File: src/pin_mux_pkg.sv
// Register map, field layout and select codes of the pin function mux
package pin_mux_pkg;

    // Register offsets (word index on the plain register port)
    localparam logic [3:0] ADDR_PA_DATA  = 4'h0;
    localparam logic [3:0] ADDR_PA_DIR   = 4'h1;
    localparam logic [3:0] ADDR_PA_PULL  = 4'h2;
    localparam logic [3:0] ADDR_PA_DIER  = 4'h3;
    localparam logic [3:0] ADDR_PB_DATA  = 4'h4;
    localparam logic [3:0] ADDR_PB_DIR   = 4'h5;
    localparam logic [3:0] ADDR_PB_PULL  = 4'h6;
    localparam logic [3:0] ADDR_PB_DIER  = 4'h7;
    localparam logic [3:0] ADDR_PA_PINS  = 4'h8;
    localparam logic [3:0] ADDR_PB_PINS  = 4'h9;
    localparam logic [3:0] ADDR_ALT_A    = 4'hA;
    localparam logic [3:0] ADDR_ALT_B    = 4'hB;
    localparam logic [3:0] ADDR_ALT_MISC = 4'hC;
    localparam logic [3:0] ADDR_IRQ_STAT = 4'hD;
    localparam logic [3:0] ADDR_IRQ_CLR  = 4'hE;
    localparam logic [3:0] ADDR_IRQ_EN   = 4'hF;

    // Reset values
    localparam logic [7:0] RST_ZERO     = 8'h00;
    localparam logic [7:0] RST_DIER     = 8'hFF;

    // ALT_A fields: two-bit selects for pins 0, 3, 4 and 5 of port A
    localparam int ALT_A_PA0 = 0;
    localparam int ALT_A_PA3 = 2;
    localparam int ALT_A_PA4 = 4;
    localparam int ALT_A_PA5 = 6;
    // ALT_B fields: two-bit selects for pins 4..7 of port B
    localparam int ALT_B_PB4 = 0;
    localparam int ALT_B_PB5 = 2;
    localparam int ALT_B_PB6 = 4;
    localparam int ALT_B_PB7 = 6;
    // ALT_MISC fields
    localparam int MISC_XTAL      = 0;
    localparam int MISC_PB3_PWMC  = 1;
    localparam int MISC_CMP_PLUS  = 2;
    localparam int MISC_CMP_MSEL  = 3;
    localparam int MISC_CMP_MINUS = 5;

    // Interrupt status bits
    localparam int IRQ_LINE_A = 0;
    localparam int IRQ_LINE_B = 1;
    localparam int IRQ_WAKE   = 2;
    localparam int IRQ_BITS   = 3;

    // Pin function select codes
    typedef enum logic [1:0] {
        SEL_GPIO = 2'h0,
        SEL_F1   = 2'h1,
        SEL_F2   = 2'h2,
        SEL_F3   = 2'h3
    } pin_sel_t;
    // Meaning per pin:
    //  pa0: F1 comparator out, F2 pwm gen a, F3 lcd common b
    //  pa3: F1 timer b pwm,    F2 pwm gen c, F3 lcd common d
    //  pa4: F1 pwm gen c,      F2 lcd common c
    //  pa5: F1 pwm gen c,      F2 hardware reset input
    //  pb4: F1 timer b pwm,    F2 pwm gen a
    //  pb5: F1 timer c pwm,    F2 pwm gen a
    //  pb6/pb7: F1 timer c pwm, F2 pwm gen b

endpackage

File: src/sync_2ff.sv
// Two flip-flop synchroniser for a bundle of pin levels
`timescale 1ns/1ps
module sync_2ff #(
    parameter int WIDTH = 8
) (
    input  wire logic             sys_clk,
    input  wire logic             rst,
    input  wire logic [WIDTH-1:0] async_in,
    output logic      [WIDTH-1:0] sync_out
);

    logic [WIDTH-1:0] meta_q;   // First stage, read only by second stage

    // Both stages reset to zero; pins settle within two cycles after
    always_ff @(posedge sys_clk) begin
        if (rst) begin
            meta_q   <= '0;
            sync_out <= '0;
        end else begin
            meta_q   <= async_in;
            sync_out <= meta_q;
        end
    end

endmodule

File: src/io_pin_function_mux.sv
// Two 8-bit ports with GPIO, wake-up, edge interrupts and alternate routing
`timescale 1ns/1ps
module io_pin_function_mux
    import pin_mux_pkg::*;
#(
    parameter int PORT_W = 8
) (
    input  wire logic              sys_clk,
    input  wire logic              rst,
    // Register port
    input  wire logic [3:0]        reg_addr,
    input  wire logic [7:0]        reg_wdata,
    input  wire logic              reg_wr,
    input  wire logic              reg_rd,
    output logic      [7:0]        reg_rdata,
    // Port pins (five signals per pin)
    input  wire logic [PORT_W-1:0] pa_in,
    output logic      [PORT_W-1:0] pa_out,
    output logic      [PORT_W-1:0] pa_oe,
    output logic      [PORT_W-1:0] pa_pull_en,
    output logic      [PORT_W-1:0] pa_in_en,
    input  wire logic [PORT_W-1:0] pb_in,
    output logic      [PORT_W-1:0] pb_out,
    output logic      [PORT_W-1:0] pb_oe,
    output logic      [PORT_W-1:0] pb_pull_en,
    output logic      [PORT_W-1:0] pb_in_en,
    // Alternate function sources from the core
    input  wire logic              comparator_out,
    input  wire logic              pwm_gen_a_out,
    input  wire logic              pwm_gen_b_out,
    input  wire logic              pwm_gen_c_out,
    input  wire logic              timer_b_pwm_out,
    input  wire logic              timer_c_pwm_out,
    // Analog and special function controls
    output logic                   crystal_en,
    output logic      [2:0]        lcd_bias_en,
    output logic                   comparator_plus_in,
    output logic      [3:0]        comparator_minus_src,
    output logic                   hw_reset_n,
    output logic                   ext_irq_line_a,
    output logic                   ext_irq_line_b,
    output logic                   wake_req,
    output logic                   irq
);

    ////////////////////////////////////////////////////////////////////
    // Registers
    logic [7:0] pa_data_q, pa_dir_q, pa_pull_q, pa_dier_q;  // Port A
    logic [7:0] pb_data_q, pb_dir_q, pb_pull_q, pb_dier_q;  // Port B
    logic [7:0] alt_a_q, alt_b_q, alt_misc_q;   // Function selects
    logic [IRQ_BITS-1:0] stat_q, en_q;          // Sticky status, enables
    logic [PORT_W-1:0] pa_s, pb_s;              // Synchronised pins
    logic [PORT_W-1:0] pa_prev_q, pb_prev_q;    // Last sampled pins
    logic [PORT_W-1:0] pa_chg, pb_chg;          // Pin changed this cycle
    logic [IRQ_BITS-1:0] ev;                    // Events this cycle
    logic [IRQ_BITS-1:0] clr;                   // Clear strobe bits
    logic [2:0] arm_q;                          // Gates edges after reset
    pin_sel_t sel_pa0, sel_pa3, sel_pa4, sel_pa5;
    pin_sel_t sel_pb4, sel_pb5, sel_pb6, sel_pb7;
    logic [PORT_W-1:0] pa_alt_en, pa_alt_val, pa_off;
    logic [PORT_W-1:0] pb_alt_en, pb_alt_val, pb_off;
    logic [PORT_W-1:0] pa_out_d, pa_oe_d, pb_out_d, pb_oe_d;
    logic [3:0] minus_d;                        // One-hot minus source

    assign sel_pa0 = pin_sel_t'(alt_a_q[ALT_A_PA0 +: 2]);
    assign sel_pa3 = pin_sel_t'(alt_a_q[ALT_A_PA3 +: 2]);
    assign sel_pa4 = pin_sel_t'(alt_a_q[ALT_A_PA4 +: 2]);
    assign sel_pa5 = pin_sel_t'(alt_a_q[ALT_A_PA5 +: 2]);
    assign sel_pb4 = pin_sel_t'(alt_b_q[ALT_B_PB4 +: 2]);
    assign sel_pb5 = pin_sel_t'(alt_b_q[ALT_B_PB5 +: 2]);
    assign sel_pb6 = pin_sel_t'(alt_b_q[ALT_B_PB6 +: 2]);
    assign sel_pb7 = pin_sel_t'(alt_b_q[ALT_B_PB7 +: 2]);

    ////////////////////////////////////////////////////////////////////
    // Pin synchronisers: pins are asynchronous to sys_clk
    sync_2ff #(.WIDTH(PORT_W)) u_sync_pa (
        .sys_clk  (sys_clk),
        .rst      (rst),
        .async_in (pa_in),
        .sync_out (pa_s)
    );
    sync_2ff #(.WIDTH(PORT_W)) u_sync_pb (
        .sys_clk  (sys_clk),
        .rst      (rst),
        .async_in (pb_in),
        .sync_out (pb_s)
    );

    ////////////////////////////////////////////////////////////////////
    // Software writes to port configuration
    always_ff @(posedge sys_clk) begin
        if (rst) begin
            pa_data_q  <= RST_ZERO;
            pa_dir_q   <= RST_ZERO;
            pa_pull_q  <= RST_ZERO;
            pa_dier_q  <= RST_DIER;
            pb_data_q  <= RST_ZERO;
            pb_dir_q   <= RST_ZERO;
            pb_pull_q  <= RST_ZERO;
            pb_dier_q  <= RST_DIER;
            alt_a_q    <= RST_ZERO;
            alt_b_q    <= RST_ZERO;
            alt_misc_q <= RST_ZERO;
            en_q       <= '0;
        end else if (reg_wr) begin
            case (reg_addr)
                ADDR_PA_DATA:  pa_data_q  <= reg_wdata;
                ADDR_PA_DIR:   pa_dir_q   <= reg_wdata;
                ADDR_PA_PULL:  pa_pull_q  <= reg_wdata;
                ADDR_PA_DIER:  pa_dier_q  <= reg_wdata;
                ADDR_PB_DATA:  pb_data_q  <= reg_wdata;
                ADDR_PB_DIR:   pb_dir_q   <= reg_wdata;
                ADDR_PB_PULL:  pb_pull_q  <= reg_wdata;
                ADDR_PB_DIER:  pb_dier_q  <= reg_wdata;
                ADDR_ALT_A:    alt_a_q    <= reg_wdata;
                ADDR_ALT_B:    alt_b_q    <= reg_wdata;
                ADDR_ALT_MISC: alt_misc_q <= reg_wdata;
                ADDR_IRQ_EN:   en_q       <= reg_wdata[IRQ_BITS-1:0];
                default: ;  // Read-only and clear registers store nothing
            endcase
        end
    end

    ////////////////////////////////////////////////////////////////////
    // Read data, valid only in the cycle after the read strobe
    always_ff @(posedge sys_clk) begin
        if (rst) begin
            reg_rdata <= RST_ZERO;
        end else if (reg_rd) begin
            case (reg_addr)
                ADDR_PA_DATA:  reg_rdata <= pa_data_q;
                ADDR_PA_DIR:   reg_rdata <= pa_dir_q;
                ADDR_PA_PULL:  reg_rdata <= pa_pull_q;
                ADDR_PA_DIER:  reg_rdata <= pa_dier_q;
                ADDR_PB_DATA:  reg_rdata <= pb_data_q;
                ADDR_PB_DIR:   reg_rdata <= pb_dir_q;
                ADDR_PB_PULL:  reg_rdata <= pb_pull_q;
                ADDR_PB_DIER:  reg_rdata <= pb_dier_q;
                ADDR_PA_PINS:  reg_rdata <= pa_s;
                ADDR_PB_PINS:  reg_rdata <= pb_s;
                ADDR_ALT_A:    reg_rdata <= alt_a_q;
                ADDR_ALT_B:    reg_rdata <= alt_b_q;
                ADDR_ALT_MISC: reg_rdata <= alt_misc_q;
                ADDR_IRQ_STAT: reg_rdata <= {5'h00, stat_q};
                ADDR_IRQ_EN:   reg_rdata <= {5'h00, en_q};
                default:       reg_rdata <= RST_ZERO;  // Clear reads zero
            endcase
        end else begin
            reg_rdata <= RST_ZERO;
        end
    end

    ////////////////////////////////////////////////////////////////////
    // Edge and wake detection on synchronised pins
    assign pa_chg = pa_s ^ pa_prev_q;
    assign pb_chg = pb_s ^ pb_prev_q;
    // Synchronisers refill from zero after reset, so the first real pin
    // level would look like an edge; arm_q holds events off until then
    assign ev[IRQ_LINE_A] = pa_chg[0] && arm_q[2];
    assign ev[IRQ_LINE_B] = pb_chg[0] && arm_q[2];
    // Only pins whose input-enable bit is set may wake the core
    assign ev[IRQ_WAKE] = arm_q[2] &&
                          (|(pa_chg & pa_dier_q) | |(pb_chg & pb_dier_q));
    assign clr = (reg_wr && reg_addr == ADDR_IRQ_CLR) ?
                 reg_wdata[IRQ_BITS-1:0] : '0;

    // Previous pin levels and event pulses
    always_ff @(posedge sys_clk) begin
        if (rst) begin
            arm_q          <= 3'h0;
            pa_prev_q      <= '0;
            pb_prev_q      <= '0;
            ext_irq_line_a <= 1'b0;
            ext_irq_line_b <= 1'b0;
            wake_req       <= 1'b0;
        end else begin
            arm_q          <= {arm_q[1:0], 1'b1};
            pa_prev_q      <= pa_s;
            pb_prev_q      <= pb_s;
            ext_irq_line_a <= ev[IRQ_LINE_A];
            ext_irq_line_b <= ev[IRQ_LINE_B];
            wake_req       <= ev[IRQ_WAKE];
        end
    end

    // Sticky status: a new event wins over a clear in the same cycle
    always_ff @(posedge sys_clk) begin
        if (rst) begin
            stat_q <= '0;
        end else begin
            stat_q <= (stat_q & ~clr) | ev;
        end
    end

    assign irq = |(stat_q & en_q);

    ////////////////////////////////////////////////////////////////////
    // Alternate function routing per pin
    always_comb begin
        pa_alt_en  = '0;
        pa_alt_val = '0;
        pa_off     = '0;
        pb_alt_en  = '0;
        pb_alt_val = '0;
        pb_off     = '0;
        minus_d    = 4'h0;
        // Port A bit 0
        case (sel_pa0)
            SEL_F1: begin
                pa_alt_en[0]  = 1'b1;
                pa_alt_val[0] = comparator_out;
            end
            SEL_F2: begin
                pa_alt_en[0]  = 1'b1;
                pa_alt_val[0] = pwm_gen_a_out;
            end
            SEL_F3:  pa_off[0] = 1'b1;
            default: ;
        endcase
        // Port A bit 3
        case (sel_pa3)
            SEL_F1: begin
                pa_alt_en[3]  = 1'b1;
                pa_alt_val[3] = timer_b_pwm_out;
            end
            SEL_F2: begin
                pa_alt_en[3]  = 1'b1;
                pa_alt_val[3] = pwm_gen_c_out;
            end
            SEL_F3:  pa_off[3] = 1'b1;
            default: ;
        endcase
        // Port A bit 4
        case (sel_pa4)
            SEL_F1: begin
                pa_alt_en[4]  = 1'b1;
                pa_alt_val[4] = pwm_gen_c_out;
            end
            SEL_F2:  pa_off[4] = 1'b1;
            default: ;
        endcase
        // Port A bit 5; not reachable under the in-circuit emulator
        case (sel_pa5)
            SEL_F1: begin
                pa_alt_en[5]  = 1'b1;
                pa_alt_val[5] = pwm_gen_c_out;
            end
            SEL_F2:  pa_off[5] = 1'b1;
            default: ;
        endcase
        // Port B bit 3
        if (alt_misc_q[MISC_PB3_PWMC]) begin
            pb_alt_en[3]  = 1'b1;
            pb_alt_val[3] = pwm_gen_c_out;
        end
        // Port B bit 4
        case (sel_pb4)
            SEL_F1: begin
                pb_alt_en[4]  = 1'b1;
                pb_alt_val[4] = timer_b_pwm_out;
            end
            SEL_F2: begin
                pb_alt_en[4]  = 1'b1;
                pb_alt_val[4] = pwm_gen_a_out;
            end
            default: ;
        endcase
        // Port B bit 5
        case (sel_pb5)
            SEL_F1: begin
                pb_alt_en[5]  = 1'b1;
                pb_alt_val[5] = timer_c_pwm_out;
            end
            SEL_F2: begin
                pb_alt_en[5]  = 1'b1;
                pb_alt_val[5] = pwm_gen_a_out;
            end
            default: ;
        endcase
        // Port B bits 6 and 7 share one source set
        pb_alt_en[6]  = (sel_pb6 == SEL_F1) || (sel_pb6 == SEL_F2);
        pb_alt_val[6] = (sel_pb6 == SEL_F1) ? timer_c_pwm_out
                                            : pwm_gen_b_out;
        pb_alt_en[7]  = (sel_pb7 == SEL_F1) || (sel_pb7 == SEL_F2);
        pb_alt_val[7] = (sel_pb7 == SEL_F1) ? timer_c_pwm_out
                                            : pwm_gen_b_out;
        // Crystal pins: drivers off so the oscillator sees no load
        if (alt_misc_q[MISC_XTAL]) begin
            pa_off[7] = 1'b1;
            pa_off[6] = 1'b1;
        end
        // Comparator analog inputs release their pin drivers
        if (alt_misc_q[MISC_CMP_PLUS]) begin
            pa_off[4] = 1'b1;
        end
        if (alt_misc_q[MISC_CMP_MINUS]) begin
            case (alt_misc_q[MISC_CMP_MSEL +: 2])
                2'h0: begin minus_d = 4'h1; pa_off[3] = 1'b1; end
                2'h1: begin minus_d = 4'h2; pb_off[6] = 1'b1; end
                2'h2: begin minus_d = 4'h4; pb_off[7] = 1'b1; end
                default: begin minus_d = 4'h8; pa_off[4] = 1'b1; end
            endcase
        end
    end

    ////////////////////////////////////////////////////////////////////
    // Per-bit output drivers: alternate wins over port data
    for (genvar i = 0; i < PORT_W; i++) begin : g_bit
        if (i == 5) begin : g_open_drain
            // Open drain: only ever pulls low, high is released
            assign pa_out_d[i] = 1'b0;
            assign pa_oe_d[i]  = !pa_off[i] && (pa_alt_en[i] ?
                                 !pa_alt_val[i] :
                                 (pa_dir_q[i] && !pa_data_q[i]));
        end else begin : g_push_pull
            assign pa_out_d[i] = pa_alt_en[i] ? pa_alt_val[i]
                                              : pa_data_q[i];
            assign pa_oe_d[i]  = !pa_off[i] &&
                                 (pa_alt_en[i] || pa_dir_q[i]);
        end
        assign pb_out_d[i] = pb_alt_en[i] ? pb_alt_val[i]
                                          : pb_data_q[i];
        assign pb_oe_d[i]  = !pb_off[i] && (pb_alt_en[i] || pb_dir_q[i]);
    end

    // Pad controls from flip-flops: one cycle of latency on routed outputs
    always_ff @(posedge sys_clk) begin
        if (rst) begin
            pa_out <= '0;
            pa_oe  <= '0;
            pb_out <= '0;
            pb_oe  <= '0;
            pa_pull_en <= '0;
            pb_pull_en <= '0;
            pa_in_en   <= RST_DIER;
            pb_in_en   <= RST_DIER;
        end else begin
            pa_out <= pa_out_d;
            pa_oe  <= pa_oe_d;
            pb_out <= pb_out_d;
            pb_oe  <= pb_oe_d;
            pa_pull_en <= pa_pull_q;
            pb_pull_en <= pb_pull_q;
            pa_in_en   <= pa_dier_q;   // Cleared bits stop leakage
            pb_in_en   <= pb_dier_q;
        end
    end

    // Special function controls
    always_ff @(posedge sys_clk) begin
        if (rst) begin
            crystal_en           <= 1'b0;
            lcd_bias_en          <= 3'h0;
            comparator_plus_in   <= 1'b0;
            comparator_minus_src <= 4'h0;
            hw_reset_n           <= 1'b1;
        end else begin
            crystal_en  <= alt_misc_q[MISC_XTAL];
            lcd_bias_en <= {sel_pa3 == SEL_F3, sel_pa4 == SEL_F2,
                            sel_pa0 == SEL_F3};
            comparator_plus_in   <= alt_misc_q[MISC_CMP_PLUS];
            comparator_minus_src <= minus_d;
            hw_reset_n <= (sel_pa5 != SEL_F2) || pa_s[5];
        end
    end
endmodule

File: config.mk
export PLATFORM = sky130hd
export DESIGN_NAME = io_pin_function_mux
export DESIGN_NICKNAME = d
export VERILOG_FILES = /design/src/pin_mux_pkg.sv /design/src/sync_2ff.sv /design/src/io_pin_function_mux.sv
export SDC_FILE = /design/constraint.sdc
export NUM_CORES = 1
export LEC_CHECK = 0
export BUFFER_PORTS_ARGS = -buffer_cell sky130_fd_sc_hd__buf_4
export CAP_MARGIN = 20
export CORE_MARGIN = 1.5
export CORE_UTILIZATION = 40
export DETAILED_ROUTE_END_ITERATION = 12
export HOLD_SLACK_MARGIN = 0.05
export PLACE_DENSITY = 0.71
export SYNTH_ARGS = -nofsm -noshare
export SYNTH_HDL_FRONTEND = slang
export SYNTH_SLANG_ARGS = --single-unit
File: constraint.sdc
create_clock -name sys_clk -period 1.4 [get_ports sys_clk]
set_input_delay 0.28 -clock sys_clk [delete_from_list [all_inputs] [get_ports sys_clk]]
set_output_delay 0.28 -clock sys_clk [all_outputs]
set_load 0.005 [all_outputs]
==> flow_summary.yaml, run 1 <==
grt:
  grt_max_degree: 128
  grt_use_total_pct: 23.5
  antenna_found_initial: 0
  overflow: 0
  grt_pass1_vias: 6608
  grt_pass1_wl_um: 39900
synthesis:
  synth_top_area_share_pct: 52.5
  ys_seq_elements: 229
  synth_common_cells: "dfxtp_1 (229), nor2_1 (97), nor2b_1 (88)"
  ys_top_cells_by_area: "dfxtp_1 (53%), mux2i_1 (8.5%), nor2b_1 (6.3%), nor2_1 (4.2%), nand2_1 (2.8%)"
  synthArstFlopShare_pct: 0
  ys_warn_count: 0
  synth_seq_area_share_pct: 52.5
  yosysMostFrequentCell: "dfxtp_1"
  synth_top_flop_cell: "dfxtp_1"
  synth_edf_count: 0
  synth_nets: 945
  avgSynthCellArea_um2: 9.75
  syn_inst: 895
  netlist_area_mm2: 0.00873
  yosysUniqueCellTypes: 61
  synth.largest_area_cell: "dfxtp_1"
drt:
  drt-vias-per-instance: 5.09
  ant_nets: 0
  first_pass_iters: 4
  wire_per_inst_um: 19.0
  routed_wl_um: 26500
  drc: 0
  drt_iter0_drc: 545
  vias: 7097
layout:
  drive_gt1_share_pct: 28.5
  synthToLayoutAreaGrowth_pct: 33.9
  fin_nets: 1150
  design_area_mm2: 0.0117
  antenna_cells: 0
  fillers: 1904
power:
  clockPowerShare_pct: 46.8
  seqPwrFrac_pct: 45.9
  irDropWorstVdd_uv: 760
  internal-power_w: 0.0114
  p_leak_nw: 5.06
  power.net_switching_w: 0.00328
  p_per_area_mw_per_mm2: 1260
  power_frac_comb_pct: 7.3
  p_sw_share_pct: 22.3
  power.total_w: 0.0147
worst_setup_path:
  r2r_slack_ns: 0.07
  cp.required_ns: 1.12
  cp_max_fo: 2
  crit_chain: "a222oi_1 > buf_4 > inv_2 > buf_6"
  reg2reg_to: "stat_q[2]"
  crit_arrival_ns: 1.59
  reg2reg_from: "u_sync_pa.sync_out[3]"
  end_kind: "primary output"
  path_delay_family: "compound AO/OA/AOI/OAI gates"
  start_kind: "flop"
  slowest_delay_ns: 0.39
  worstSetupPathType: "flop to primary output"
  worstPathBufferInverterCount: 3
  crit_path_top_delay_cell: "a222oi_1"
  r2r_cells: 5
worst_hold_path:
  whs_endpoint: "pb_out[3]"
  min_from: "pwm_gen_c_out"
  hold_class: "primary input to flop"
  min_path_cells: 3
die:
  dieArea_mm2: 0.0227
  coreArea_mm2: 0.0212
  rows: 53
  die_w_um: 151
  start_util_pct: 41.1
  dieHeight_um: 151
  ioPinCount: 124
timing:
  fin_ws_ns: -0.469
  hold_viol_final: 0
  period_minus_slack_ns: 1.87
  worstMarginPinSlew_ns: 0.542
  setup_viol: 1
  finalCritPeriodShare_pct: 133
  slew_violations: 0
  relSlewSlack_pct: 63.9
  finalClockSkew_ns: 0.0126
  rsz0062_at_grt: "true"
  fmax_mhz: 535
clock_network:
  tritoncts: "built"
  path_clk_slew_ns: 0.06
  cts_buffers: 24
  htree_levels: 1
  clock_sinks: 229
  cts-root-buf: "clkbuf_16"
  clk_latency_ns: 0.52
  cts_max_path_buffers: 3
placed_design:
  dp_hpwl_um: 19300
  gp_congestion: 0.947
  port_buffers: 122
  placed_area_mm2: 0.0106
run_status:
  status: "finished with violations"
  violations: "setup timing"
job:
  drv_cap: 0
==> stage by stage <==
| stage | TNS (ns) | hold slack [ns] | worst slack [ns] | utilization [%] | instances |
|---|---|---|---|---|---|
| 2_1_floorplan | -0.587 | 0.408 | -0.0288 | - | 895 |
| 3_3_place_gp | -17.23 | 0.420 | -0.299 | 49.8 | 1332 |
| 3_5_place_dp | -18.67 | 0.420 | -0.315 | 49.8 | 1332 |
| 4_1_cts | -0.480 | 0.0615 | -0.480 | 54.8 | 1393 |
| 5_1_grt | -0.533 | 0.0689 | -0.533 | 55.1 | 1393 |
| 6_report | -0.469 | 0.0656 | -0.469 | 55.1 | 1393 |
==> cell usage in the layout, fill, tap and decap left out, types with 6 or more instances in the layout <==
master	Yosys	routed
xor2_1	14	14
mux2_2	10	10
a21oi_1	31	31
nand3_1	29	29
inv_1	25	24
a22o_1	8	8
clkbuf_16	0	24
ha_1	12	12
a22oi_1	21	20
or2_2	15	15
nor2b_1	88	88
nand2_1	64	64
mux2i_1	74	74
a31oi_1	6	6
buf_12	0	8
dlygate4sd3_1	0	16
nor3_1	7	7
nor2_1	97	96
buf_4	7	211
dfxtp_1	229	223
o21ai_0	29	27
==> layout make-up <==
class,count,area (µm²),area share (%)
clock buffer,31,667,5.71
inverter,26,97.6,0.835
clock inverter,13,206,1.77
sequential,229,4590,39.3
multi-input combinational,583,3860,33.0
timing repair buffer,236,1920,16.4
tap,275,344,2.94
==> worst max path at each step <==
stage                      from           end  slack [ns]  cells past startpoint
finish                stat_q[2]           irq       -0.47                      4
global route          stat_q[2]           irq       -0.53                      4
CTS                   stat_q[2]           irq       -0.48                      4
detailed placement  reg_addr[2]   pb_dir_q[3]       -0.31                      6
global placement    reg_addr[2]   pb_dir_q[6]       -0.30                      6
floorplan           reg_addr[3]  reg_rdata[5]       -0.03                      6
==> repair_timing <==
| action | in CTS | in global routing |
|---|---|---|
| setup endpoints to repair | 2 | 7 |
| resized for setup | 7 | 15 |
| cloned | 0 | 0 |
| hold endpoints to repair | 16 | 0 |
| pin swaps | 1 | 6 |
| hold buffers | 16 | 0 |
| buffers inserted | 1 | 0 |
==> worst reg2reg max path, stage by stage, from the launching register on <==
cell and delay [ns]:
dfxtp_1 0.47, xor2_1 0.14, a22oi_1 0.23, nand4_1 0.14
nor2_2 0.15, o22ai_1 0.08
==> logic make-up after synthesis <==
family / share of synthesized area (%)
and+or+nand+nor: 20.1
DFF: 52.5
AOI/OAI and AO/OA: 9.77
muxes: 10.0
buffers and inverters: 4.12
xor gates and xnor gates: 1.61
adders and majority gates: 1.84
other: 0.0430
==> power by group through the flow <==
stage	Combinational (W)	Sequential [W]	Clock, W
floorplan	0.000534	0.00684	0
global placement	0.00100	0.00689	0
detailed placement	0.00101	0.00689	0
CTS	0.00105	0.00674	0.00701
global route	0.00116	0.00675	0.00729
finish	0.00108	0.00675	0.00689
==> routing by layer <==
layer	GRT usage, %	vias to the layer above	share of wire, %
met5	0	-	0
met4	7.62	0	2.9
met3	3.09	54	6.6
met2	35.7	281	44
met1	34.3	3324	47
li1	-	3438	-
(Power assumes the default switching activity.)
==> run 2: changes to the inputs <==
--- a/config.mk
+++ b/config.mk
@@ -5,13 +5,14 @@
 export SDC_FILE = /design/constraint.sdc
 export NUM_CORES = 1
 export LEC_CHECK = 0
-export BUFFER_PORTS_ARGS = -buffer_cell sky130_fd_sc_hd__buf_4
 export CAP_MARGIN = 20
 export CORE_MARGIN = 1.5
 export CORE_UTILIZATION = 40
 export DETAILED_ROUTE_END_ITERATION = 12
+export DONT_BUFFER_PORTS = 1
 export HOLD_SLACK_MARGIN = 0.05
-export PLACE_DENSITY = 0.71
+export PLACE_DENSITY = 0.65
 export SYNTH_ARGS = -nofsm -noshare
 export SYNTH_HDL_FRONTEND = slang
+export SYNTH_HIERARCHICAL = 1
 export SYNTH_SLANG_ARGS = --single-unit
==> run 2 against run 1 <==
Against the previous run:
- the flow still finishes with violations (setup timing)
- combinational power down 23%
- sequential share of layout area shrank 0.37 points
- count of clock-buffer cells in the layout increased by 4
- sequential power hardly changed
- fmax increased by 8.2%
- highest routed layer unchanged
==> flow_summary.yaml, run 2 <==
job:
  drv_cap: 0
drt:
  drc: 0
  first_pass_iters: 5
  wire_per_inst_um: 20.5
  ant_nets: 0
  vias: 7356
  drt-vias-per-instance: 5.29
  routed_wl_um: 28500
  drt_iter0_drc: 612
grt:
  grt_most_used_layer: "met2"
  grt_pass1_vias: 7273
  grt_use_total_pct: 24.2
  gr-usage-met2_pct: 38.0
  grt_pass1_wl_um: 43200
  overflow: 0
  use_met1_pct: 32.2
  grt_max_degree: 128
  met3_usage_pct: 5.28
  antenna_found_initial: 0
timing:
  fin_ws_ns: -0.328
  relSlewSlack_pct: 57.0
  period_minus_slack_ns: 1.73
  hold_viol_final: 0
  rsz0062_at_grt: "true"
  finalClockSkew_ns: 0.0349
  slew_violations: 0
  fmax_mhz: 579
  fin_hold_ws_ns: 0.0706
  tns_ns: -0.328
  finalCritPeriodShare_pct: 123
  worstMarginPinSlew_ns: 0.644
  setup_viol: 1
die:
  dieHeight_um: 152
  start_util_pct: 40.7
  rows: 54
  die_w_um: 152
  coreArea_mm2: 0.0218
  ioPinCount: 124
  dieArea_mm2: 0.0230
synthesis:
  syn_inst: 924
  synth_top_area_share_pct: 51.8
  synth_nets: 974
  netlist_area_mm2: 0.00886
  yosysMostFrequentCell: "dfxtp_1"
  ys_warn_count: 6
  avgSynthCellArea_um2: 9.59
  yosysUniqueCellTypes: 68
  synth_top_flop_cell: "dfxtp_1"
  synth_edf_count: 0
  ys_top_cells_by_area: "dfxtp_1 (52%), mux2i_1 (6.8%), nor2b_1 (4.7%), nand2_1 (3.8%), nor2_1 (3.6%)"
  synth_common_cells: "dfxtp_1 (229), nand2_1 (89), nor2_1 (84)"
  ys_seq_elements: 229
  synth.largest_area_cell: "dfxtp_1"
  synthArstFlopShare_pct: 0
  synth_seq_area_share_pct: 51.8
layout:
  antenna_cells: 0
  final_common_cell: "dfxtp_1"
  drive_gt1_share_pct: 15.2
  fin_nets: 1145
  synthToLayoutAreaGrowth_pct: 33.1
  fin_cells: 1391
  most-common-layout-cells: "dfxtp_1 (224), dlygate4sd3_1 (151), nand2_1 (87)"
placed_design:
  post-place-ws_ns: -0.0103
  port_buffers: 0
  dp_hpwl_um: 17400
  dp.cells: 1194
  gp_congestion: 0.910
worst_setup_path:
  crit_chain: "a222oi_1 > inv_1"
  start_kind: "flop"
  cp.required_ns: 1.12
  cp_max_fo: 2
  worstSetupPathType: "flop to primary output"
  end_kind: "primary output"
  slowest_delay_ns: 0.47
  crit_arrival_ns: 1.45
  path_delay_family: "compound AO/OA/AOI/OAI gates"
  crit_path_top_delay_cell: "a222oi_1"
  worstPathBufferInverterCount: 1
clock_network:
  cts-root-buf: "clkbuf_16"
  clock_sinks: 229
  tritoncts: "built"
  clk_latency_ns: 0.53
  cts_max_path_buffers: 3
  cts_buffers: 25
  htree_levels: 1
  path_clk_slew_ns: 0.07
worst_hold_path:
  hold_class: "primary input to flop"
run_status:
  status: "finished with violations"
  violations: "setup timing"
power:
  p_leak_nw: 4.93
  irDropWorstVdd_uv: 772
  p_per_area_mw_per_mm2: 1190
[run 2: cells by family after synthesis]
group	after synthesis	synth area share (%)
other cells	1	0.0423
mux	68	7.80
simple gates	370	21.7
xor+xnor	16	1.58
compound gates	140	10.4
flops	229	51.8
fa+ha+maj	13	1.81
buf+inv	87	4.93
[run 2: path summary, 6_finish.rpt]
| kind | startpoint | depth (start not counted) | end | slack, ns |
|---|---|---|---|---|
| setup / recovery | en_q[0] | 2 | irq | -0.33 |
| hold / removal | reg_addr[2] | 3 | reg_rdata[0] | 0.07 |
| hold reg to reg | u_sync_pb/meta_q[7] | 1 | u_sync_pb/sync_out[7] | 0.45 |
| setup reg to reg | alt_misc_q[0] | 4 | alt_misc_q[0] | 0.06 |
[run 2: tightest hold or removal path, stage by stage]
cell     delay [ns]
o32ai_1        0.08
nor2_1         0.08
a31oi_1        0.09
[run 2: area by class of cell]
cell class	count	area [µm²]
Sequential cell	229	4590
Clock buffer	35	703
Tap cell	280	350
Multi-Input combinational cell	608	3880
Fill cell	1985	9970
Timing Repair Buffer	208	2080
Clock inverter	8	96.3
Inverter	23	86.3
[run 2: report_power, final]
part	internal, W	leakage [nW]	switching [W]
Sequential	0.00665	1.86	0.0000965
Clock	0.00385	0.393	0.00260
Combinational	0.000439	2.68	0.000396
[run 2: timing repair]
item                                   4_1_cts  5_1_grt
setup buffers                                1        0
endpoints found under the hold margin      218        0
setup endpoints to repair                    1       37
resized for setup                            2       18
pin swaps                                    1        3
hold buffers                               153        0
[run 2: per-layer routing]
metal	share of wire (%)	wire, µm
met1	43	12300
met2	45	12700
met3	8.1	2300
met4	4.1	1170
met5	0	0
[run 2: metrics by stage]
step | utilization (%) | cell area (µm²) | total power, W
5_1_grt | 54.2 | 11800 | 0.0145
3_3_place_gp | 43.1 | 9380 | 0.00745
3_5_place_dp | 43.1 | 9380 | 0.00745
4_1_cts | 53.9 | 11700 | 0.0141
2_1_floorplan | - | 8860 | 0.00741
6_report | 54.2 | 11800 | 0.0140
